`config.mk`:
```
export PLATFORM = sky130hd
export DESIGN_NAME = ias_unit
export DESIGN_NICKNAME = d
export VERILOG_FILES = /design/src/hdl/ias_pkg.sv /design/src/hdl/ias_unit.sv
export SDC_FILE = /design/constraint.sdc
export NUM_CORES = 1
export LEC_CHECK = 0
export ABC_AREA = 0
export BUFFER_PORTS_ARGS = -buffer_cell sky130_fd_sc_hd__buf_2
export CAP_MARGIN = 25
export CORE_ASPECT_RATIO = 0.9
export CORE_MARGIN = 2
export CORE_UTILIZATION = 50
export DETAILED_ROUTE_END_ITERATION = 10
export PLACE_DENSITY = 0.84
export SETUP_SLACK_MARGIN = 0.02
export SKIP_CTS_REPAIR_TIMING = 1
export SYNTH_ARGS = -nofsm -noshare
export SYNTH_HDL_FRONTEND = slang
export SYNTH_SLANG_ARGS = --single-unit
```
`constraint.sdc`:
```
create_clock -name clk_sys -period 1.3 [get_ports clk_sys]
set_input_delay 0.195 -clock clk_sys [delete_from_list [all_inputs] [get_ports clk_sys]]
set_output_delay 0.195 -clock clk_sys [all_outputs]
set_load 0.01 [all_outputs]
```
`src/hdl/ias_pkg.sv`:
```
/*
  Shared definitions of the integer add/subtract unit: register map, field
  positions, reset values, operation codes and the issue/result carriers.
  Assumes one processor clock domain; no timescale here.
*/
package ias_pkg;

  // ----------------------------------------------------------------------
  // Register map (byte addresses, one 32-bit word each)
  // ----------------------------------------------------------------------
  localparam logic [7:0] IAS_REG_CTRL = 8'h00;
  localparam logic [7:0] IAS_REG_EXC = 8'h04;
  localparam logic [7:0] IAS_REG_COND = 8'h08;
  localparam logic [7:0] IAS_REG_IRQ_STATUS = 8'h0c;
  localparam logic [7:0] IAS_REG_IRQ_MASK = 8'h10;
  localparam logic [7:0] IAS_REG_RES_LO = 8'h14;
  localparam logic [7:0] IAS_REG_RES_HI = 8'h18;

  // ----------------------------------------------------------------------
  // Field positions and reset values
  // ----------------------------------------------------------------------
  localparam int IAS_CTRL_MODE64 = 0;
  localparam int IAS_EXC_WRAP = 0;
  localparam int IAS_EXC_RANGE = 1;
  localparam int IAS_EXC_STICKY = 2;
  localparam int IAS_COND_SUMMARY = 0;
  localparam int IAS_COND_EQ = 1;
  localparam int IAS_COND_GT = 2;
  localparam int IAS_COND_LT = 3;
  localparam int IAS_EV_RANGE = 0;
  localparam int IAS_EV_WRAP = 1;
  localparam int IAS_EV_W = 2;
  localparam logic IAS_MODE64_RST = 1'b1;
  localparam logic [IAS_EV_W-1:0] IAS_MASK_RST = 2'h0;
  localparam logic [15:0] IAS_SHIFT_FILL = 16'h0000;

  // ----------------------------------------------------------------------
  // Operations and carriers
  // ----------------------------------------------------------------------
  typedef enum logic [2:0] {
    IAS_OP_ADDI,
    IAS_OP_ADDIS,
    IAS_OP_ADD,
    IAS_OP_SUBF,
    IAS_OP_ADDIC,
    IAS_OP_SUBFIC,
    IAS_OP_ADDC,
    IAS_OP_SUBFC
  } ias_op_t;

  typedef struct packed {
    ias_op_t op;
    logic rc;
    logic oe;
    logic first_src_is_r0;
    logic [4:0] dest;
    logic [63:0] first_src_gpr;
    logic [63:0] second_src_gpr;
    logic [15:0] signed_immediate;
  } ias_issue_t;

  typedef struct packed {
    logic valid;
    logic [4:0] dest;
    logic [63:0] data;
  } ias_result_t;

endpackage

```
`src/hdl/ias_unit.sv`:
```
/*
  Integer add/subtract unit: plain, immediate, shifted-immediate, subtract-from
  and carrying forms, with record and overflow suffixes, a small register file
  on a plain strobe port and one level interrupt.
  Assumes issue inputs are synchronous to clk_sys and valid for one cycle.

  // How it works
  // (RL1) addi: sign-extended immediate plus source-or-zero
  // (RL2) addis: immediate shifted up sixteen, plus source-or-zero
  // (RL3) add: sum of both sources to destination
  // (RL4) dot suffix updates condition field, else unchanged
  // (RL5) o suffix updates range bit, else untouched
  // (RL6) subf: not first plus second plus one
  // (RL7) addic: immediate plus real source, wrap bit updated
  // (RL8) subfic: not first plus immediate plus one
  // (RL9) addc: sum of sources, wrap bit updated
  // (RL10) subfc: not first plus second plus one, wrap
  // (RL11) carrying o variants update wrap and range together
  // (RL12) wrap bit is carry out of 64 or 32
  // (RL13) record sets four condition bits, signed compare
  // (RL14) range bit is signed overflow; sticky set too
  // (RL15) immediate sign-extended to full width first
*/
// Local design decisions: strobed register access and the register offsets.
`timescale 1ns/1ns
module ias_unit (
  input wire logic clk_sys,
  input wire logic rst_n,
  input wire logic iss_valid,
  input wire ias_pkg::ias_issue_t iss,
  output ias_pkg::ias_result_t res,
  output logic [3:0] first_condition_field,
  output logic [2:0] fixed_point_exception_register,
  input wire logic [7:0] bus_addr,
  input wire logic [31:0] bus_wdata,
  input wire logic bus_wr,
  input wire logic bus_rd,
  output logic [31:0] bus_rdata,
  output logic irq
);

  // ----------------------------------------------------------------------
  // Decode helpers
  // ----------------------------------------------------------------------
  // Subtract-from forms invert the first source and add one
  function automatic logic is_sub(input ias_pkg::ias_op_t op);
    return op == ias_pkg::IAS_OP_SUBF || op == ias_pkg::IAS_OP_SUBFIC ||
           op == ias_pkg::IAS_OP_SUBFC;
  endfunction

  function automatic logic is_carrying(input ias_pkg::ias_op_t op);
    return op == ias_pkg::IAS_OP_ADDIC || op == ias_pkg::IAS_OP_SUBFIC ||
           op == ias_pkg::IAS_OP_ADDC || op == ias_pkg::IAS_OP_SUBFC;
  endfunction

  // Only these forms have an encoding with the record suffix
  function automatic logic has_rc(input ias_pkg::ias_op_t op);
    return op == ias_pkg::IAS_OP_ADD || op == ias_pkg::IAS_OP_SUBF ||
           op == ias_pkg::IAS_OP_ADDIC || op == ias_pkg::IAS_OP_ADDC ||
           op == ias_pkg::IAS_OP_SUBFC;
  endfunction

  // Immediate forms carry no overflow-enable bit
  function automatic logic has_oe(input ias_pkg::ias_op_t op);
    return op == ias_pkg::IAS_OP_ADD || op == ias_pkg::IAS_OP_SUBF ||
           op == ias_pkg::IAS_OP_ADDC || op == ias_pkg::IAS_OP_SUBFC;
  endfunction

  // ----------------------------------------------------------------------
  // State
  // ----------------------------------------------------------------------
  typedef struct packed {
    ias_pkg::ias_result_t res;
    logic [3:0] cond;
    logic wrap;
    logic range;
    logic sticky;
    logic mode64;
    logic [ias_pkg::IAS_EV_W-1:0] status;
    logic [ias_pkg::IAS_EV_W-1:0] mask;
    logic [31:0] rdata;
  } ias_state_t;

  ias_state_t st_r;
  ias_state_t st_nxt;

  logic [63:0] imm_ext;
  logic [63:0] opa;
  logic [63:0] opb;
  logic cin;
  logic [64:0] sum;
  logic [32:0] sum_lo;
  logic carry_out;
  logic ovf;
  logic rc_eff;
  logic oe_eff;
  logic [63:0] cmp_val;
  logic [ias_pkg::IAS_EV_W-1:0] ev;
  logic wr_exc;

  // ----------------------------------------------------------------------
  // Operand selection and adder
  // ----------------------------------------------------------------------
  // Immediate widened before any use so negative offsets subtract
  assign imm_ext = {{48{iss.signed_immediate[15]}}, iss.signed_immediate}; // RL15

  // First operand: register zero reads as zero only for addi/addis
  always_comb begin
    unique case (iss.op)
      ias_pkg::IAS_OP_ADDI,
      ias_pkg::IAS_OP_ADDIS: begin
        opa = iss.first_src_is_r0 ? 64'h0 : iss.first_src_gpr; // RL1 RL2
      end
      ias_pkg::IAS_OP_SUBF,
      ias_pkg::IAS_OP_SUBFIC,
      ias_pkg::IAS_OP_SUBFC: begin
        opa = ~iss.first_src_gpr; // RL6 RL8 RL10
      end
      ias_pkg::IAS_OP_ADD,
      ias_pkg::IAS_OP_ADDIC,
      ias_pkg::IAS_OP_ADDC: begin
        opa = iss.first_src_gpr; // RL3 RL7 RL9
      end
    endcase
  end

  // Second operand: immediate, shifted immediate or second register
  always_comb begin
    unique case (iss.op)
      ias_pkg::IAS_OP_ADDI,
      ias_pkg::IAS_OP_ADDIC,
      ias_pkg::IAS_OP_SUBFIC: begin
        opb = imm_ext; // RL1 RL7 RL8
      end
      ias_pkg::IAS_OP_ADDIS: begin
        opb = {imm_ext[47:0], ias_pkg::IAS_SHIFT_FILL}; // RL2
      end
      ias_pkg::IAS_OP_ADD,
      ias_pkg::IAS_OP_SUBF,
      ias_pkg::IAS_OP_ADDC,
      ias_pkg::IAS_OP_SUBFC: begin
        opb = iss.second_src_gpr; // RL3 RL6 RL9 RL10
      end
    endcase
  end

  // One shared adder; the low-half sum gives the 32-bit mode carry
  assign cin = is_sub(iss.op); // RL6 RL8 RL10
  assign sum = {1'b0, opa} + {1'b0, opb} + {64'h0, cin};
  assign sum_lo = {1'b0, opa[31:0]} + {1'b0, opb[31:0]} + {32'h0, cin};
  assign carry_out = st_r.mode64 ? sum[64] : sum_lo[32]; // RL12

  // Signed overflow: like-signed operands giving an unlike-signed result
  assign ovf = st_r.mode64 ?
               (opa[63] == opb[63]) && (sum[63] != opa[63]) :
               (opa[31] == opb[31]) && (sum_lo[31] != opa[31]); // RL14

  assign rc_eff = iss_valid && iss.rc && has_rc(iss.op); // RL4
  assign oe_eff = iss_valid && iss.oe && has_oe(iss.op); // RL5

  // Compare value: low word sign-extended in 32-bit mode
  assign cmp_val = st_r.mode64 ? sum[63:0] : {{32{sum_lo[31]}}, sum_lo[31:0]}; // RL13

  assign ev[ias_pkg::IAS_EV_RANGE] = oe_eff && ovf;
  assign ev[ias_pkg::IAS_EV_WRAP] = iss_valid && is_carrying(iss.op) && carry_out;
  assign wr_exc = bus_wr && bus_addr == ias_pkg::IAS_REG_EXC;

  // ----------------------------------------------------------------------
  // Next state
  // ----------------------------------------------------------------------
  // Bus writes land first; a same-cycle instruction overrides the bits it
  // owns, so software never silently undoes an architectural update.
  always_comb begin
    st_nxt = st_r;
    st_nxt.res.valid = iss_valid;
    st_nxt.rdata = 32'h0;
    if (bus_wr) begin
      unique case (bus_addr)
        ias_pkg::IAS_REG_CTRL: begin
          st_nxt.mode64 = bus_wdata[ias_pkg::IAS_CTRL_MODE64];
        end
        ias_pkg::IAS_REG_EXC: begin
          st_nxt.wrap = bus_wdata[ias_pkg::IAS_EXC_WRAP];
          st_nxt.range = bus_wdata[ias_pkg::IAS_EXC_RANGE];
          st_nxt.sticky = bus_wdata[ias_pkg::IAS_EXC_STICKY];
        end
        ias_pkg::IAS_REG_IRQ_MASK: begin
          st_nxt.mask = bus_wdata[ias_pkg::IAS_EV_W-1:0];
        end
        default: begin
        end
      endcase
    end
    if (iss_valid) begin
      st_nxt.res.dest = iss.dest;
      st_nxt.res.data = sum[63:0]; // RL3
      if (is_carrying(iss.op)) begin
        st_nxt.wrap = carry_out; // RL9 RL12
      end
      if (oe_eff) begin
        st_nxt.range = ovf; // RL11 RL14
        st_nxt.sticky = st_nxt.sticky | ovf; // RL14
      end
      if (rc_eff) begin
        st_nxt.cond[ias_pkg::IAS_COND_LT] = cmp_val[63]; // RL13
        st_nxt.cond[ias_pkg::IAS_COND_GT] = !cmp_val[63] && cmp_val != 64'h0;
        st_nxt.cond[ias_pkg::IAS_COND_EQ] = cmp_val == 64'h0;
        st_nxt.cond[ias_pkg::IAS_COND_SUMMARY] = st_nxt.sticky;
      end
    end
    // Read clears status; a new event in the same cycle still sets
    if (bus_rd) begin
      unique case (bus_addr)
        ias_pkg::IAS_REG_CTRL: begin
          st_nxt.rdata = {31'h0, st_r.mode64};
        end
        ias_pkg::IAS_REG_EXC: begin
          st_nxt.rdata = {29'h0, st_r.sticky, st_r.range, st_r.wrap};
        end
        ias_pkg::IAS_REG_COND: begin
          st_nxt.rdata = {28'h0, st_r.cond};
        end
        ias_pkg::IAS_REG_IRQ_STATUS: begin
          st_nxt.rdata = {30'h0, st_r.status};
          st_nxt.status = '0;
        end
        ias_pkg::IAS_REG_IRQ_MASK: begin
          st_nxt.rdata = {30'h0, st_r.mask};
        end
        ias_pkg::IAS_REG_RES_LO: begin
          st_nxt.rdata = st_r.res.data[31:0];
        end
        ias_pkg::IAS_REG_RES_HI: begin
          st_nxt.rdata = st_r.res.data[63:32];
        end
        default: begin
          st_nxt.rdata = 32'h0;
        end
      endcase
    end
    st_nxt.status = st_nxt.status | ev;
  end

  // ----------------------------------------------------------------------
  // State register
  // ----------------------------------------------------------------------
  always_ff @(posedge clk_sys or negedge rst_n) begin
    if (!rst_n) begin
      st_r <= '0;
      st_r.mode64 <= ias_pkg::IAS_MODE64_RST;
      st_r.mask <= ias_pkg::IAS_MASK_RST;
    end else begin
      st_r <= st_nxt;
    end
  end

  // Outputs straight from flops
  assign res = st_r.res;
  assign first_condition_field = st_r.cond;
  assign fixed_point_exception_register = {st_r.sticky, st_r.range, st_r.wrap};
  assign bus_rdata = st_r.rdata;
  assign irq = |(st_r.status & st_r.mask);
endmodule

```
# Word level (Yosys, flattened, before mapping)
# Cells that the tools add are included.
# word_totals
out_inout_bits	110
word_cells	87
regBits	114
# classes
bitwise	4
reduce_logical	35
mux	16
n_eq_ne	17
addsub	4
# op_table
op	count
$pmux 64 s3	2
$pmux 32 s7	1
$mux 64	2
$add 64x64->65	1
$add 65x1->65	1
$logic_not 64->1	1
$not 64->64	1
$reduce_bool 64->1	1
$add 32x32->33	1
$add 33x1->33	1
$mux 32	1
$eq 8x5->1 const B	3
$eq 8x4->1 const B	2
$eq 3x3->1 const B	4
$logic_or 1x1->1	11
$logic_and 1x1->1	10
$reduce_or 3->1	3
$eq 8x3->1 const B	1
$logic_not 8->1	1
$eq 3x2->1 const B	2
$mux 2	3
$mux 3	2
$reduce_and 2->1	3
$mux 1	4
11 further kinds	14

# Longest topological paths before layout
# logic_depth
word_depth	11
depth_mapped	20

# Worst setup path before layout
# No wires, ideal clock.
# synth_timing
path_type	input port to flip-flop
start	input iss[153] in the netlist's numbering
end	register st_r (netlist bit first_condition_field[2])
cell_stages	18
arrival_ns	4.474
path_slack_ns	-3.305
setup_ns	0.131
cell_sequence	clkbuf_1 > o21ai_0 > clkbuf_1 > clkbuf_1 > o21ai_0 > fa_1 > fa_1 > a21o_1 > a221oi_2 > or4_4 > a211oi_2 > or3_4 > or3_1 > a31oi_1 > nor4b_1 > o2111ai_1 > nor2_2 > o31ai_1
# synth_via
elab_chain_cells	8
elab_cells_between_ends	31
classes_between	add/sub: 4; eq/ne: 7; mux: 3; reduce/logical: 17
# synth_rtl
item	line_no	rtl
start, declared	ias_unit.sv:30	input wire ias_pkg::ias_issue_t iss,
$eq 3x2->1, or another cell as far along	ias_unit.sv:58, ias_unit.sv:109, ias_unit.sv:129	
$reduce_or 4->1, or another cell as far along	ias_unit.sv:129	unique case (iss.op)
$pmux 64 s3 (on tied branches)	ias_unit.sv:129, ias_unit.sv:109	
$add 64x64->65 / $add 32x32->33 (equally long branches)	ias_unit.sv:149, ias_unit.sv:150	
$add 65x1->65 / $add 33x1->33 (equally long branches)	ias_unit.sv:149, ias_unit.sv:150	
$mux 64	ias_unit.sv:162	assign cmp_val = st_r.mode64 ? sum[63:0] : {{32{sum_lo[31]}}, sum_lo[31:0]};
$reduce_bool 64->1 / $logic_not 1->1 (equally long branches)	ias_unit.sv:206	st_nxt.cond[ias_pkg::IAS_COND_GT] = !cmp_val[63] && cmp_val != 64'h0;
$logic_and 1x1->1	ias_unit.sv:206	
end signal, assigned	ias_unit.sv:253	st_r <= st_nxt;
end, declared	ias_unit.sv:84	ias_state_t st_r;
# Several ways; a longest one is shown, not always the timed one.
# A chain may end at the register's enable or synchronous reset.

# Final worst setup path
# layout_timing
start	input iss[154] in the netlist's numbering
end	register st_r (netlist bit first_condition_field[2])
# Same word-level chain as after synthesis.

==> results.toml <==
[synthesis]
synth_top_area_share_pct = 23.8
ys_seq_area_share_pct = 24.0
ys.flop_type = "dfrtp_1"
netlist_area_um2 = 11900
ys_types = 93
ys_seq_elements = 114
syn-num-nets = 1843
ys_top_cells_by_area = "dfrtp_1, nand2_1, buf_4, ha_1, o21ai_0"
synth_top_area_cell = "dfrtp_1"
synth_area_per_cell_um2 = 7.53
ys_warn_count = 0
synth_cells = 1578
synth_edf_count = 0
synth-async-reset-ratio_pct = 100

[global_route]
antenna_found_initial = 1
gr-usage-met1_pct = 51.5
grt_pass1_wl_mm = 75.8
grt_start_max_net_pins = 64
grt_pass1_vias = 14067
grt.met2_usage_pct = 62.7
track_usage_pct = 38.5
grt.busiest_layer = "met2"
overflow = 0
grt_use_met3_pct = 6.05

[clock_network]
clock-sinks = 114
cts_max_level = 4
cts-root-buf = "clkbuf_16"
cts_made_buffers = 17
insertion_delay_ns = 0.42
clk_path_buf_depth = 2
cts_tree = "yes"
path_clk_slew_ns = 0.06

[timing]
clock.fmax_ghz = 0.256
fin_crit_sh_pct = 300
final-hold-violation-count = 0
tightest_slew_ns = 0.659
whs_ns = 0.00763
fin_ws_ns = -2.60
clock_skew_ns = 0.0104
maxSlewViolCount = 0
min_period_ns = 3.90
slew_headroom_pct = 56.0
rsz0062_at_grt = "true"
setup-violations-final = 109

[placed_design]
hpwlAfterDp_mm = 40.5
io_buffers = 280
pre_cts_ws_ns = -3.06
finalWeightedCongestion = 1.03

[hold_path]
hp-class = "input port to flop"
hp-start = "iss[147]"
hold_depth = 2
whs_endpoint = "res[67]"

[routing]
drt_iter0_markers = 1724
wl_mm = 53.1
drt-vias-per-instance = 6.12
drcViolationCount = 0
antenna_left = 0
avgRoutedWirePerCell_um = 21.3
dr.pass1.iters = 6
num_vias = 15294

[finish]
layout-drive-gt1-share_pct = 49.9
fill_cells = 1589
utilization_pct = 78.6
fin_nets = 2448
area.growth.synth_to_final_pct = 54.5

[worst_setup_path]
crit_type = "input port to flop"
end_kind = "flop"
r2r_slack_ns = -0.29
r2r-start = "st_r[36]"
required_ns = 1.59
r2r-end = "st_r[35]"
start_kind = "input port"
rr_worst_depth = 4
arrival_ns = 4.19
critPathMaxFanout = 11
crit_start = "iss[154]"

[floorplanning]
die_area_um2 = 25000
rows = 53
ioPinCount = 310
fp.dieH_um = 150
start_util_pct = 50.9
core_um2 = 23300
die_x_um = 166

[pwr]
power_mw = 23.9
power.leakage_nw = 8.73
p_per_area_nw_per_um2 = 1300
irDropWorstVdd_mv = 1.46

[run_status]
violations = "negative setup slack"
status = "finished with violations"

[job]
cap_violations = 0
==> per-stage QoR <==
stage	instances	cell area (µm²)	setup TNS [ns]
after floorplan	1578	12500	-130.77
after global placement	2446	16600	-171.73
after detailed placement	2446	16600	-178.02
after CTS	2478	17200	-135.07
after global routing	2498	18400	-138.95
final	2499	18400	-129.30
==> logic make-up (layout without fill, tap and decap cells) <==
family	count (synthesis)	after routing	synth area share [%]
XOR/XNOR	36	36	2.65
adder cells (fa/ha/maj)	65	65	6.97
AND/OR/NAND/NOR	582	582	22.4
buffers and inverters	221	839	10.9
other	0	1	0
multiplexers	62	62	5.88
flip-flops	114	114	24.0
AO/OA/AOI/OAI	498	498	27.2
==> area by class of cell <==
class,instances,area [µm²],share of cell area [%]
Timing Repair Buffer,779,5440,29.7
Multi-Input combinational cell,1243,8980,48.9
Antenna cell,1,2.50,0.0136
Inverter,28,105,0.573
Tap cell,302,378,2.06
Clock buffer,20,457,2.49
Sequential cell,114,2860,15.6
Clock inverter,12,134,0.729
==> Yosys cell counts, types with 6 or more instances <==
| cell | n |
|---|---|
| xnor2_1 | 22 |
| clkbuf_1 | 67 |
| o31ai_1 | 7 |
| nand2_1 | 275 |
| o211ai_1 | 18 |
| dfrtp_1 | 113 |
| a21oi_1 | 110 |
| ha_1 | 63 |
| or3_1 | 13 |
| mux2i_1 | 9 |
| a22oi_1 | 30 |
| inv_1 | 26 |
| nor4_1 | 10 |
| nor2_1 | 128 |
| a21o_1 | 29 |
| nor3_1 | 40 |
| and3_1 | 7 |
| nand3_1 | 21 |
| xor2_1 | 14 |
| a31oi_1 | 11 |
| buf_2 | 6 |
| o21bai_1 | 17 |
| a221oi_1 | 7 |
| mux2_2 | 52 |
| o21ai_0 | 145 |
| and2_1 | 9 |
| nor3b_1 | 7 |
| o22ai_1 | 20 |
| o21a_1 | 9 |
| a211oi_1 | 19 |
| buf_4 | 114 |
| nand4_1 | 30 |
| o21ai_1 | 7 |
==> flip-flops by register name (all words and copies together) (netlist names) <==
register and cells:
bus_rdata 32, first_condition_field 4, fixed_point_exception_register 3, res 70, st_r 5
==> critical path, cell delays in order <==
cell and delay (ns):
buf_8 0.11, o21ai_4 0.16, inv_2 0.08, a21oi_4 0.13
buf_4 0.19, clkbuf_16 0.18, nand2_1 0.05, o21ai_0 0.10
ha_1 0.26, and3_4 0.21, a221oi_4 0.05, buf_6 0.14
or4_4 0.51, buf_4 0.18, a31oi_1 0.25, xnor2_1 0.23
and4b_1 0.26, nand4bb_1 0.20, nor4_2 0.27, nand4_1 0.14
nor2_2 0.17, o31ai_1 0.11
==> metal layers <==
metal | part of all wire [%] | wire length, µm
met1 | 40 | 21300
met2 | 45 | 23800
met3 | 10 | 5430
met4 | 5.0 | 2680
met5 | 0 | 0
==> worst max-delay path by stage <==
stage	end	depth (start not counted)	slack, ns
2_1_floorplan	first_condition_field[2]	19	-2.65
3_3_place_gp	first_condition_field[2]	21	-2.99
3_5_place_dp	first_condition_field[2]	21	-3.06
4_1_cts	first_condition_field[2]	21	-2.68
5_1_grt	first_condition_field[2]	23	-2.80
6_report	first_condition_field[2]	22	-2.60
==> cells in the final DEF (no fill, tap or decap), types with 10 or more instances in the layout <==
cell type	synthesis	routed
a21oi_1	110	71
xor2_1	14	10
ha_1	63	51
dfrtp_1	113	112
buf_4	114	469
a21o_1	29	29
o21ai_0	145	108
inv_1	26	25
nand3_1	21	18
o21bai_1	17	15
nor2_1	128	111
nor3_1	40	33
a21oi_2	4	37
mux2_2	52	45
nor2_2	1	10
o22ai_1	20	18
nand2_1	275	267
nand4_1	30	30
o211ai_1	18	18
buf_6	4	18
o21ai_1	7	35
a22oi_2	0	29
xnor2_1	22	16
buf_12	0	10
clkbuf_16	0	20
buf_2	6	275
==> power by group <==
group          switching (mW)  internal [mW]  total [mW]  leakage (nW)
registers                1.12           4.37        5.48          1.42
logic                    7.15           6.61        13.8          7.04
clock network            1.78           2.92        4.70         0.274
total                    10.0           13.9        23.9          8.73
Note: power is estimated with default switching activity, not from simulation.
